### src/glyph_pkg.sv
// shared constants, enums and carrier structs for the user glyph pattern ram
package glyph_pkg;

    // storage geometry: 64 rows of 8 bits
    localparam int unsigned ADDR_W    = 6;
    localparam int unsigned DATA_W    = 8;
    localparam int unsigned DEPTH     = 64;
    localparam int unsigned DOT_W     = 5;   // bits that reach the dot drivers
    localparam int unsigned CODE_W    = 8;   // character code width
    localparam int unsigned ROW_W     = 4;   // display row index width

    // row field widths per font
    localparam int unsigned ROW7_W    = 3;
    localparam int unsigned ROW10_W   = 4;
    localparam int unsigned SLOT7_W   = 3;   // eight patterns in 5x7
    localparam int unsigned SLOT10_W  = 2;   // four patterns in 5x10

    // code fields
    localparam int unsigned CODE_HI_LSB   = 4;   // upper nibble start
    localparam int unsigned CODE_HI_W     = 4;
    localparam logic [3:0]  CODE_HI_RAM   = 4'h0; // upper nibble that picks the ram
    localparam int unsigned SLOT10_LSB    = 1;   // code bits 2:1 in 5x10

    // cursor rows and last shown row
    localparam logic [2:0]  CURSOR_ROW_7  = 3'h7;
    localparam logic [3:0]  CURSOR_ROW_10 = 4'ha;
    localparam logic [3:0]  LAST_ROW_10   = 4'ha;

    // address step and reset values
    localparam logic [5:0]  ADDR_STEP     = 6'h01;
    localparam logic [5:0]  ADDR_RST      = 6'h00;
    localparam logic [7:0]  DATA_RST      = 8'h00;
    localparam logic [4:0]  DOTS_OFF      = 5'h00;
    localparam logic [4:0]  DOTS_ALL      = 5'h1f;

    // font selection
    typedef enum logic {
        FONT_5X7,
        FONT_5X10
    } font_e;

    // host access request from the instruction logic
    typedef struct packed {
        logic        load;      // load start address
        logic        dir_up;    // step direction taken on load
        logic [5:0]  addr;      // start address
        logic        wr;        // write one row
        logic        rd;        // read one row
        logic [7:0]  data;      // host data bus value for a write
    } host_req_s;

    // host read answer
    typedef struct packed {
        logic        valid;
        logic [7:0]  data;
    } host_rsp_s;

    // display fetch request
    typedef struct packed {
        logic        req;
        logic [7:0]  code;      // character code from the text ram
        logic [3:0]  row;       // row being scanned
        logic        cursor;    // cursor shown on this character
    } disp_req_s;

    // display fetch answer
    typedef struct packed {
        logic        valid;
        logic        ram_sel;   // pattern comes from the glyph ram
        logic [4:0]  dots;      // dot pattern, bit high lights the dot
    } disp_rsp_s;

endpackage

### src/glyph_mem.sv
// 64 x 8 glyph storage, one write port and two registered read ports
`timescale 1ns/1ps
`default_nettype none

module glyph_mem
(
    input  wire logic                          mclk_i,
    input  wire logic                          rst_b_i,
    input  wire logic                          wr_en_i,
    input  wire logic [glyph_pkg::ADDR_W-1:0]  wr_addr_i,
    input  wire logic [glyph_pkg::DATA_W-1:0]  wr_data_i,
    input  wire logic [glyph_pkg::ADDR_W-1:0]  rd_a_addr_i,
    output var  logic [glyph_pkg::DATA_W-1:0]  rd_a_data_o,
    input  wire logic [glyph_pkg::ADDR_W-1:0]  rd_b_addr_i,
    output var  logic [glyph_pkg::DATA_W-1:0]  rd_b_data_o
);
    import glyph_pkg::*;

    // storage array, no reset: contents are undefined until written
    logic [DATA_W-1:0] mem_reg [0:DEPTH-1];

    ////////////////////////////////////////////////////////////////////////
    // write port, all eight bits stored
    always_ff @(posedge mclk_i)
    begin
        if (wr_en_i)
        begin
            mem_reg[wr_addr_i] <= wr_data_i;
        end
    end

    ////////////////////////////////////////////////////////////////////////
    // read ports sample every cycle; same-address write returns old data
    always_ff @(posedge mclk_i)
    begin
        if (!rst_b_i)
        begin
            rd_a_data_o <= DATA_RST;
            rd_b_data_o <= DATA_RST;
        end
        else
        begin
            rd_a_data_o <= mem_reg[rd_a_addr_i];
            rd_b_data_o <= mem_reg[rd_b_addr_i];
        end
    end

endmodule

`default_nettype wire

### src/user_glyph_pattern_ram.sv
// user glyph pattern ram: host row access with stepping address, display fetch
`timescale 1ns/1ps
`default_nettype none

module user_glyph_pattern_ram
(
    input  wire logic                  mclk_i,    // 40 MHz controller clock
    input  wire logic                  rst_b_i,   // synchronous reset, active low
    input  wire glyph_pkg::font_e      font_i,    // font mode from instruction logic
    input  wire glyph_pkg::host_req_s  host_i,    // host access request
    output var  glyph_pkg::host_rsp_s  host_o,    // host read answer
    output var  logic [glyph_pkg::ADDR_W-1:0] addr_o, // current address counter
    input  wire glyph_pkg::disp_req_s  disp_i,    // display fetch request
    output var  glyph_pkg::disp_rsp_s  disp_o     // display fetch answer
);
    import glyph_pkg::*;

    ////////////////////////////////////////////////////////////////////////
    // declarations

    logic [ADDR_W-1:0] addr_reg;        // host address counter
    logic [ADDR_W-1:0] addr_next;       // its next value
    logic              dir_up_reg;      // step direction, high counts up
    logic              access;          // a host row access this cycle
    logic              rd_pend_reg;     // host read data due next cycle

    logic [DATA_W-1:0] host_q;          // host read port data
    logic [DATA_W-1:0] disp_q;          // display read port data

    logic [ADDR_W-1:0] disp_addr;       // fetch address from code and row
    logic              disp_ram_hit;    // code maps onto the glyph ram

    // pipeline stage between fetch request and answer
    logic              p1_valid_reg;    // fetch in flight
    logic              p1_ram_reg;      // fetch reads the glyph ram
    logic              p1_cursor_reg;   // this row is lit by the cursor
    logic              p1_shown_reg;    // this row reaches the dots at all

    logic              cursor_row;      // requested row is the cursor row
    logic              shown_row;       // requested row is a displayed row
    logic [DOT_W-1:0]  dots_next;       // dot answer before its register

    ////////////////////////////////////////////////////////////////////////
    // storage: host port a, display port b
    glyph_mem u_mem
    (
        .mclk_i      (mclk_i),
        .rst_b_i     (rst_b_i),
        .wr_en_i     (host_i.wr & ~host_i.load),
        .wr_addr_i   (addr_reg),
        .wr_data_i   (host_i.data),
        .rd_a_addr_i (addr_reg),
        .rd_a_data_o (host_q),
        .rd_b_addr_i (disp_addr),
        .rd_b_data_o (disp_q)
    );

    ////////////////////////////////////////////////////////////////////////
    // host address counter

    // a load takes priority; a write or read in the same cycle is dropped,
    // since the host is expected to load first and access afterwards
    assign access = (host_i.wr | host_i.rd) & ~host_i.load;

    // next address: load, step by one on any access, or hold
    always_comb
    begin
        addr_next = addr_reg;
        if (host_i.load)
        begin
            addr_next = host_i.addr;
        end
        else if (access)
        begin
            // wraps around the 64-row space in both directions
            if (dir_up_reg)
            begin
                addr_next = addr_reg + ADDR_STEP;
            end
            else
            begin
                addr_next = addr_reg - ADDR_STEP;
            end
        end
    end

    // counter register, also the step for reads
    always_ff @(posedge mclk_i)
    begin
        if (!rst_b_i)
        begin
            addr_reg <= ADDR_RST;
        end
        else
        begin
            addr_reg <= addr_next;
        end
    end

    // direction is taken with the address load
    always_ff @(posedge mclk_i)
    begin
        if (!rst_b_i)
        begin
            dir_up_reg <= 1'b1;     // count up after reset
        end
        else if (host_i.load)
        begin
            dir_up_reg <= host_i.dir_up;
        end
    end

    // address visible to the instruction logic
    always_ff @(posedge mclk_i)
    begin
        if (!rst_b_i)
        begin
            addr_o <= ADDR_RST;
        end
        else
        begin
            addr_o <= addr_next;
        end
    end

    ////////////////////////////////////////////////////////////////////////
    // host read answer

    // a read started this cycle has its data at port a one edge later
    always_ff @(posedge mclk_i)
    begin
        if (!rst_b_i)
        begin
            rd_pend_reg <= 1'b0;
        end
        else
        begin
            rd_pend_reg <= host_i.rd & ~host_i.wr & ~host_i.load;
        end
    end

    // all eight bits returned, including the never-shown upper ones
    always_ff @(posedge mclk_i)
    begin
        if (!rst_b_i)
        begin
            host_o.valid <= 1'b0;
            host_o.data  <= DATA_RST;
        end
        else
        begin
            host_o.valid <= rd_pend_reg;
            if (rd_pend_reg)
            begin
                host_o.data <= host_q;
            end
        end
    end

    ////////////////////////////////////////////////////////////////////////
    // display fetch address

    // ram is picked by a zero upper nibble of the code
    assign disp_ram_hit = (disp_i.code[CODE_HI_LSB +: CODE_HI_W] == CODE_HI_RAM);

    // code bits that are ignored in each font simply never reach the address
    always_comb
    begin
        disp_addr = ADDR_RST;
        case (font_i)
            FONT_5X7:
            begin
                // code 2:0 above row 2:0, code bit 3 dropped
                disp_addr = {disp_i.code[SLOT7_W-1:0],
                             disp_i.row[ROW7_W-1:0]};
            end
            FONT_5X10:
            begin
                // code 2:1 above row 3:0, code bits 0 and 3 dropped
                disp_addr = {disp_i.code[SLOT10_LSB +: SLOT10_W],
                             disp_i.row[ROW10_W-1:0]};
            end
            default:
            begin
                disp_addr = ADDR_RST;
            end
        endcase
    end

    ////////////////////////////////////////////////////////////////////////
    // row classification

    // cursor row and displayed rows depend on the font
    always_comb
    begin
        cursor_row = 1'b0;
        shown_row  = 1'b0;
        case (font_i)
            FONT_5X7:
            begin
                cursor_row = (disp_i.row[ROW7_W-1:0] == CURSOR_ROW_7);
                shown_row  = 1'b1;  // all eight rows reach the dots
            end
            FONT_5X10:
            begin
                cursor_row = (disp_i.row == CURSOR_ROW_10);
                shown_row  = (disp_i.row <= LAST_ROW_10);
            end
            default:
            begin
                cursor_row = 1'b0;
                shown_row  = 1'b0;
            end
        endcase
    end

    ////////////////////////////////////////////////////////////////////////
    // fetch pipeline stage, aligned with the registered read of port b

    always_ff @(posedge mclk_i)
    begin
        if (!rst_b_i)
        begin
            p1_valid_reg  <= 1'b0;
            p1_ram_reg    <= 1'b0;
            p1_cursor_reg <= 1'b0;
            p1_shown_reg  <= 1'b0;
        end
        else
        begin
            p1_valid_reg  <= disp_i.req;
            p1_ram_reg    <= disp_i.req & disp_ram_hit;
            p1_cursor_reg <= disp_i.req & disp_i.cursor & cursor_row;
            p1_shown_reg  <= disp_i.req & shown_row;
        end
    end

    ////////////////////////////////////////////////////////////////////////
    // dot pattern

    // only bits 4:0 reach the dots; a row outside the shown range stays
    // dark even under the cursor, since no common line scans it
    always_comb
    begin
        dots_next = DOTS_OFF;
        if (p1_ram_reg && p1_shown_reg)
        begin
            dots_next = disp_q[DOT_W-1:0];
            if (p1_cursor_reg)
            begin
                // the host keeps these bits low so the cursor stands out
                dots_next = dots_next | DOTS_ALL;
            end
        end
    end

    // answer register; rom codes answer with ram_sel low and dark dots,
    // the rom path outside supplies those patterns
    always_ff @(posedge mclk_i)
    begin
        if (!rst_b_i)
        begin
            disp_o.valid   <= 1'b0;
            disp_o.ram_sel <= 1'b0;
            disp_o.dots    <= DOTS_OFF;
        end
        else
        begin
            disp_o.valid   <= p1_valid_reg;
            disp_o.ram_sel <= p1_ram_reg;
            disp_o.dots    <= dots_next;
        end
    end

endmodule

`default_nettype wire

### config.mk
export PLATFORM = sky130hd
export DESIGN_NAME = user_glyph_pattern_ram
export DESIGN_NICKNAME = d
export VERILOG_FILES = /design/src/glyph_pkg.sv /design/src/glyph_mem.sv /design/src/user_glyph_pattern_ram.sv
export SDC_FILE = /design/constraint.sdc
export NUM_CORES = 1
export LEC_CHECK = 0
export BUFFER_PORTS_ARGS = -buffer_cell sky130_fd_sc_hd__buf_2
export CORE_AREA = 4 4 245 247
export DETAILED_ROUTE_END_ITERATION = 10
export DIE_AREA = 0 0 249 251
export HOLD_SLACK_MARGIN = 0.05
export PLACE_DENSITY = 0.66
export RECOVER_POWER = 100
export SETUP_SLACK_MARGIN = 0.5
export SYNTH_ARGS = -nofsm -noshare
export SYNTH_HDL_FRONTEND = slang
export SYNTH_HIERARCHICAL = 1
export SYNTH_SLANG_ARGS = --single-unit
### constraint.sdc
create_clock -name mclk_i -period 3.95 [get_ports mclk_i]
set_input_delay 0.1975 -clock mclk_i [delete_from_list [all_inputs] [get_ports mclk_i]]
set_output_delay 0.1975 -clock mclk_i [all_outputs]
set_load 0.01 [all_outputs]
# ---- Word level (Yosys, flattened, before mapping)
# Memories as Yosys holds them, arrays and structs flattened. A register that Yosys moved wholly into a read port is not among the register bits.
# Index checks and enable logic that the tools add are counted.
dict set report word_totals {
  romBits 0
  regBits 28
  n_memories 1
  out_inout_bits 22
  mem_bits_rw 512
  input_bits 35
  latch_bits 0
}
# name words word_bits rd rd_clocked_by_memory_dff wr line
set mem_list {}
lappend mem_list {u_mem.mem_reg 64 8 2 2 1 glyph_mem.sv:20} ;# logic [DATA_W-1:0] mem_reg [0:DEPTH-1];
dict set report op_classes {
  n_reduce_logical 6
  n_eq_ne 2
  n_mux 9
  n_mul 0
  bitwise 12
  div 0
  n_shift 0
  magnitude_cmp 1
  addsub 2
}
# op count
set ops {}
lappend ops {{two-way mux 6 bit} 3}
lappend ops {{case mux 6 bit (2 select lines)} 1}
lappend ops {{bitwise AND 1 bit} 8}
lappend ops {{adder 6 x 1 -> 6 bit (second input constant)} 1}
lappend ops {{subtractor 6 x 1 -> 6 bit (second input constant)} 1}
lappend ops {{two-way mux 5 bit} 1}
lappend ops {{equality test 4 bit (second input constant)} 1}
lappend ops {{<= comparator 4 bit (second input constant)} 1}
lappend ops {{zero test 4 bit} 1}
lappend ops {{case mux 1 bit (2 select lines)} 2}
lappend ops {{equality test 3 bit (second input constant)} 1}
lappend ops {{NOT 1 bit} 3}
lappend ops {{zero test 1 bit} 2}
lappend ops {{two-way mux 1 bit} 2}
lappend ops {{AND reduction 2 bit} 1}
lappend ops {{nonzero test 2 bit} 1}
lappend ops {{logical AND 1 bit} 1}
lappend ops {{OR 1 bit} 1}

# ---- Longest topological paths before layout
dict set report logic_depth {
  depth_word 4
  ltp_mapped 10
}

# ---- Cells and area by module
# Netlist, hierarchy kept.
# mod cells_each n_inst area_per_inst_um2
set by_module_without_submodules {}
lappend by_module_without_submodules {glyph_mem 1290 1 24579.8}
lappend by_module_without_submodules {user_glyph_pattern_ram 128 1 1188.6}

# ---- Worst setup path before layout
# No wires, ideal clock.
dict set report synth_path {
  path_kind {register to register}
  startpoint {register, netlist name addr_o[0]}
  endpoint {register u_mem/rd_a_data_o[6] (netlist bit), read port of u_mem.mem_reg}
  arrival_ns 2.138
  path_slack_ns 1.694
  synth_period_minus_slack_ns 2.256
  stages_incl_launch_ff 9
  required_ns 3.831
  path_cell_list {dfxtp_1 > buf_2 > buf_4 > buf_4 > mux4_2 > a22oi_1 > nand3_1 > o21ai_0 > nand2_1}
}
# item line
set synth_lines {}
lappend synth_lines {{to (decl)} glyph_mem.sv:13} ;# output var logic [glyph_pkg::DATA_W-1:0] rd_a_data_o,

==> impl_summary.txt <==
----------------------------------------------------
[Floorplan]
  Placement row count ... just under 90
  Die outline height ... between 200 and 300 µm
  Die Outline Area ... roughly 62000 µm²
  Initial core utilization ... 0.422
  Die outline width ... 249 µm
  Core ar. ... 57600 µm²
  Boundary Pins ... 57

[Finish]
  Final Instance Count excl. Fillers ... between 2000 and 2500
  Nets ... 1482
  Synthesis-to-layout area growth ... 12.6%
  Ratio of cells with drive above 1 in the final layout ... 0.236
  Fill cells ... approximately 4800
  Number of flip-flops under the largest register name ... a little over 500

[STA]
  Final critical-path required period ... between 3000 and 4000 ps
  Final setup violation count ... 0
  Number of pins exceeding their max-slew limit in the final report ... roughly 560
  Unrepaired setup endpoints after global routing ... no
  Setup_tns ... 0 ps
  Worst Tran Pin Value ... 3180 ps
  Post-route fraction of the period consumed by the critical path ... 0.855
  Fmax ... about 300 MHz
  Worst slew margin relative to its limit ... -1.12
  Worst Clk Skew ... ~26 ps
  Endpoints failing hold ... 0

[CTS]
  Clock sink count ... approximately 550
  Clock tree root buffer cell ... clkbuf_16
  Num CTS Buffers ... 55
  Gates resized, CTS repair ... 0
  Max Buffers Root-to-Sink ... 3
  Number of H-tree branching levels ... 2
  Clk pin slew, worst setup/hold paths ... around 60 ps
  TritonCTS clock tree ... done
  Clk Latency, worst-skew pair ... 610 ps

[Worst setup path]
  Largest stage delay on the critical path ... 1320 ps
  Critical path arrival ... ~3600 ps
  Type of destination of the critical path ... flip-flop
  Crit Path Max Fanout ... 30
  Reg2Reg Depth ... 4
  Critical-path cell with the highest stage delay ... dfxtp_1
  Flop-to-flop setup slack ... about 570 ps
  Sort of element at the start of the critical path ... flip-flop
  Endpoint of the lowest-slack register-to-register path ... u_mem/mem_reg[12][0]
  Critical Path Start ... addr_o[2]
  Endpoint of the worst setup timing path ... u_mem/mem_reg[12][0]
  Critical path start-end classification ... reg -> reg
  Startpoint of the lowest-slack register-to-register path ... addr_o[2]
  CP Cell Sequence ... nor2b_1 > nand2_1 > nor2_1 > clkbuf_1
  Required time worst endpoint ... about 4200 ps

[Synth]
  Syn Nets ... roughly 1400
  Mean instance size in the synthesized netlist ... 18.4 µm²
  Cell count after synthesis ... between 1000 and 1500
  Synth Cell Area ... about 24000 µm²
  Yosys warning total ... 6

[Detailed routing]
  Via-to-Cell Ratio ... 6.13
  Routed len/inst ... ~28 µm
  Top metal layer carrying routed signals ... met4
  Wire length on met1 ... around 25000 µm
  Number of iterations in the first detailed-routing pass ... 5
  DR iter-0 viols ... ~1600
  Length of routed met2 wiring ... approximately 30000 µm
  Routed length on met3 ... about 5600 µm
  Antenna Violating Nets Remaining ... 0
  Routed vias ... ~14000
  Routed WL ... about 63000 µm
  DRC viols ... 0

[Pwr]
  Switching share of power ... 0.229
  Clk pwr share ... 0.393
  Proportion of power drawn by combinational gates ... 0.091
  Leakage Power ... 8.45 nW
  Maximum resistive drop on vdd ... a little over 0.3 mV
  Switching power of the nets ... 2.89 mW
  Ratio of total power to cell area ... 463 nW/µm²
  Cell internal pwr ... around 10 mW
  Portion of total power attributed to sequential cells ... 0.516

[Status]
  Violated checks ... max-capacitance violations, max-slew violations
  Result of the run ... finished with violations

[Placement]
  Port Buf Inserts ... 55
  Detailed placement HPWL ... 41100 µm
  RD Place Congestion ... 0.913
  Count of placed standard cells including taps ... between 2000 and 2500

[Hold path]
  Type of the worst min-delay path ... in -> reg

[GRT]
  Pin count of the biggest net entering global routing ... 65
  Global Route Usage Sum ... 0.199
  Antenna violations before repair ... 1
  Wire length of the first global-routing pass ... around 93000 µm
  Grt total ovfl ... 0
  Number of global-route vias before repair ... around 14000

[Run]
  Max-cap viol count ... 11

----------------------------------------------------
[power by group through the flow]
stage / combinational, mW / sequential, mW / clock, mW
final: 1.15 / 6.53 / 4.98
after global routing: 1.21 / 6.54 / 5.34
after CTS: 1.15 / 6.53 / 5.08
after detailed placement: 1.13 / 6.65 / 0
after global placement: 1.11 / 6.65 / 0
after floorplan: 0.753 / 6.59 / 0
[how the worst min path moves through the flow]
stage / startpoint / endpoint / slack (ps) / cells past startpoint
after global routing: host_i[8] / addr_o[4] / 130 / 4
after global placement: p1_valid_reg / disp_o[6] / 430 / 1
after detailed placement: p1_valid_reg / disp_o[6] / 430 / 1
final: host_i[8] / addr_o[4] / 110 / 4
after floorplan: host_i[9] / rd_pend_reg / 270 / 1
after CTS: host_i[8] / addr_o[4] / 70 / 4
[critical path: cells and delay by family, from the launching register on]
kind                   cells  cell delay [ps]
buffers and inverters      1              390
AND/OR/NAND/NOR            3             1290
flip-flops                 1             1320
[placed cells by master (no fill, tap or decap), types with 4 or more instances in the layout]
cell,count
o22ai_1,23
nand2_1,47
nand3_1,20
mux2i_1,45
a31oi_1,7
a221oi_1,4
nand4_1,6
edfxtp_1,512
a22oi_1,12
clkbuf_16,57
nor2_1,105
a22o_1,6
clkinv_1,8
nand2b_1,21
and2_1,7
mux4_2,196
or3_1,7
buf_4,29
clkbuf_8,7
mux2_2,4
o221ai_1,4
buf_2,27
buf_12,6
a211oi_1,6
a21oi_1,19
dlygate4sd3_1,24
o21ai_0,18
o211ai_1,6
clkbuf_1,94
or4_1,4
nor3_1,12
ha_1,4
o22a_1,4
nand3b_1,4
mux4_1,9
dfxtp_1,39
clkinv_2,7
nor2b_1,27
[layer usage]
| layer | global-route usage | vias to the layer above |
|---|---|---|
| met3 | 0.0323 | 132 |
| met1 | 0.279 | 7226 |
| met4 | 0.0747 | 0 |
| met5 | 0 | - |
| met2 | 0.317 | 758 |
| li1 | - | 5680 |
[area by class of cell]
cell class | count | area (µm²) | area share
timing repair buffer | 164 | 1010 | 0.0368
clock buffer | 80 | 1580 | 0.0579
tap | 765 | 957 | 0.0350
multi-input combinational | 664 | 7450 | 0.272
antenna | 1 | 2.50 | 0.0000915
sequential | 553 | 16200 | 0.592
inverter | 4 | 15.0 | 0.000549
clock inverter | 20 | 140 | 0.00512
[stage by stage]
| stage | cell area [µm²] | utilization | setup WS (ps) | hold WS [ps] | total power, mW |
|---|---|---|---|---|---|
| after detailed placement | 25600 | 0.445 | 1090 | 428 | 7.77 |
| after CTS | 27600 | 0.479 | 1060 | 66.6 | 12.7 |
| final | 27400 | 0.475 | 574 | 106 | 12.7 |
| after global routing | 27400 | 0.475 | 477 | 127 | 13.1 |
| after floorplan | 24300 | - | 1690 | 273 | 7.34 |
| after global placement | 25600 | 0.445 | 1090 | 426 | 7.76 |
[what timing repair did]
| item | in CTS | in global routing |
|---|---|---|
| endpoints found under the hold margin | 31 | 0 |
| buffers inserted | 0 | 0 |
| endpoints found under the setup margin | 0 | 0 |
| hold buffers | 24 | 0 |
No activity file was read; power rests on OpenSTA's default activity.
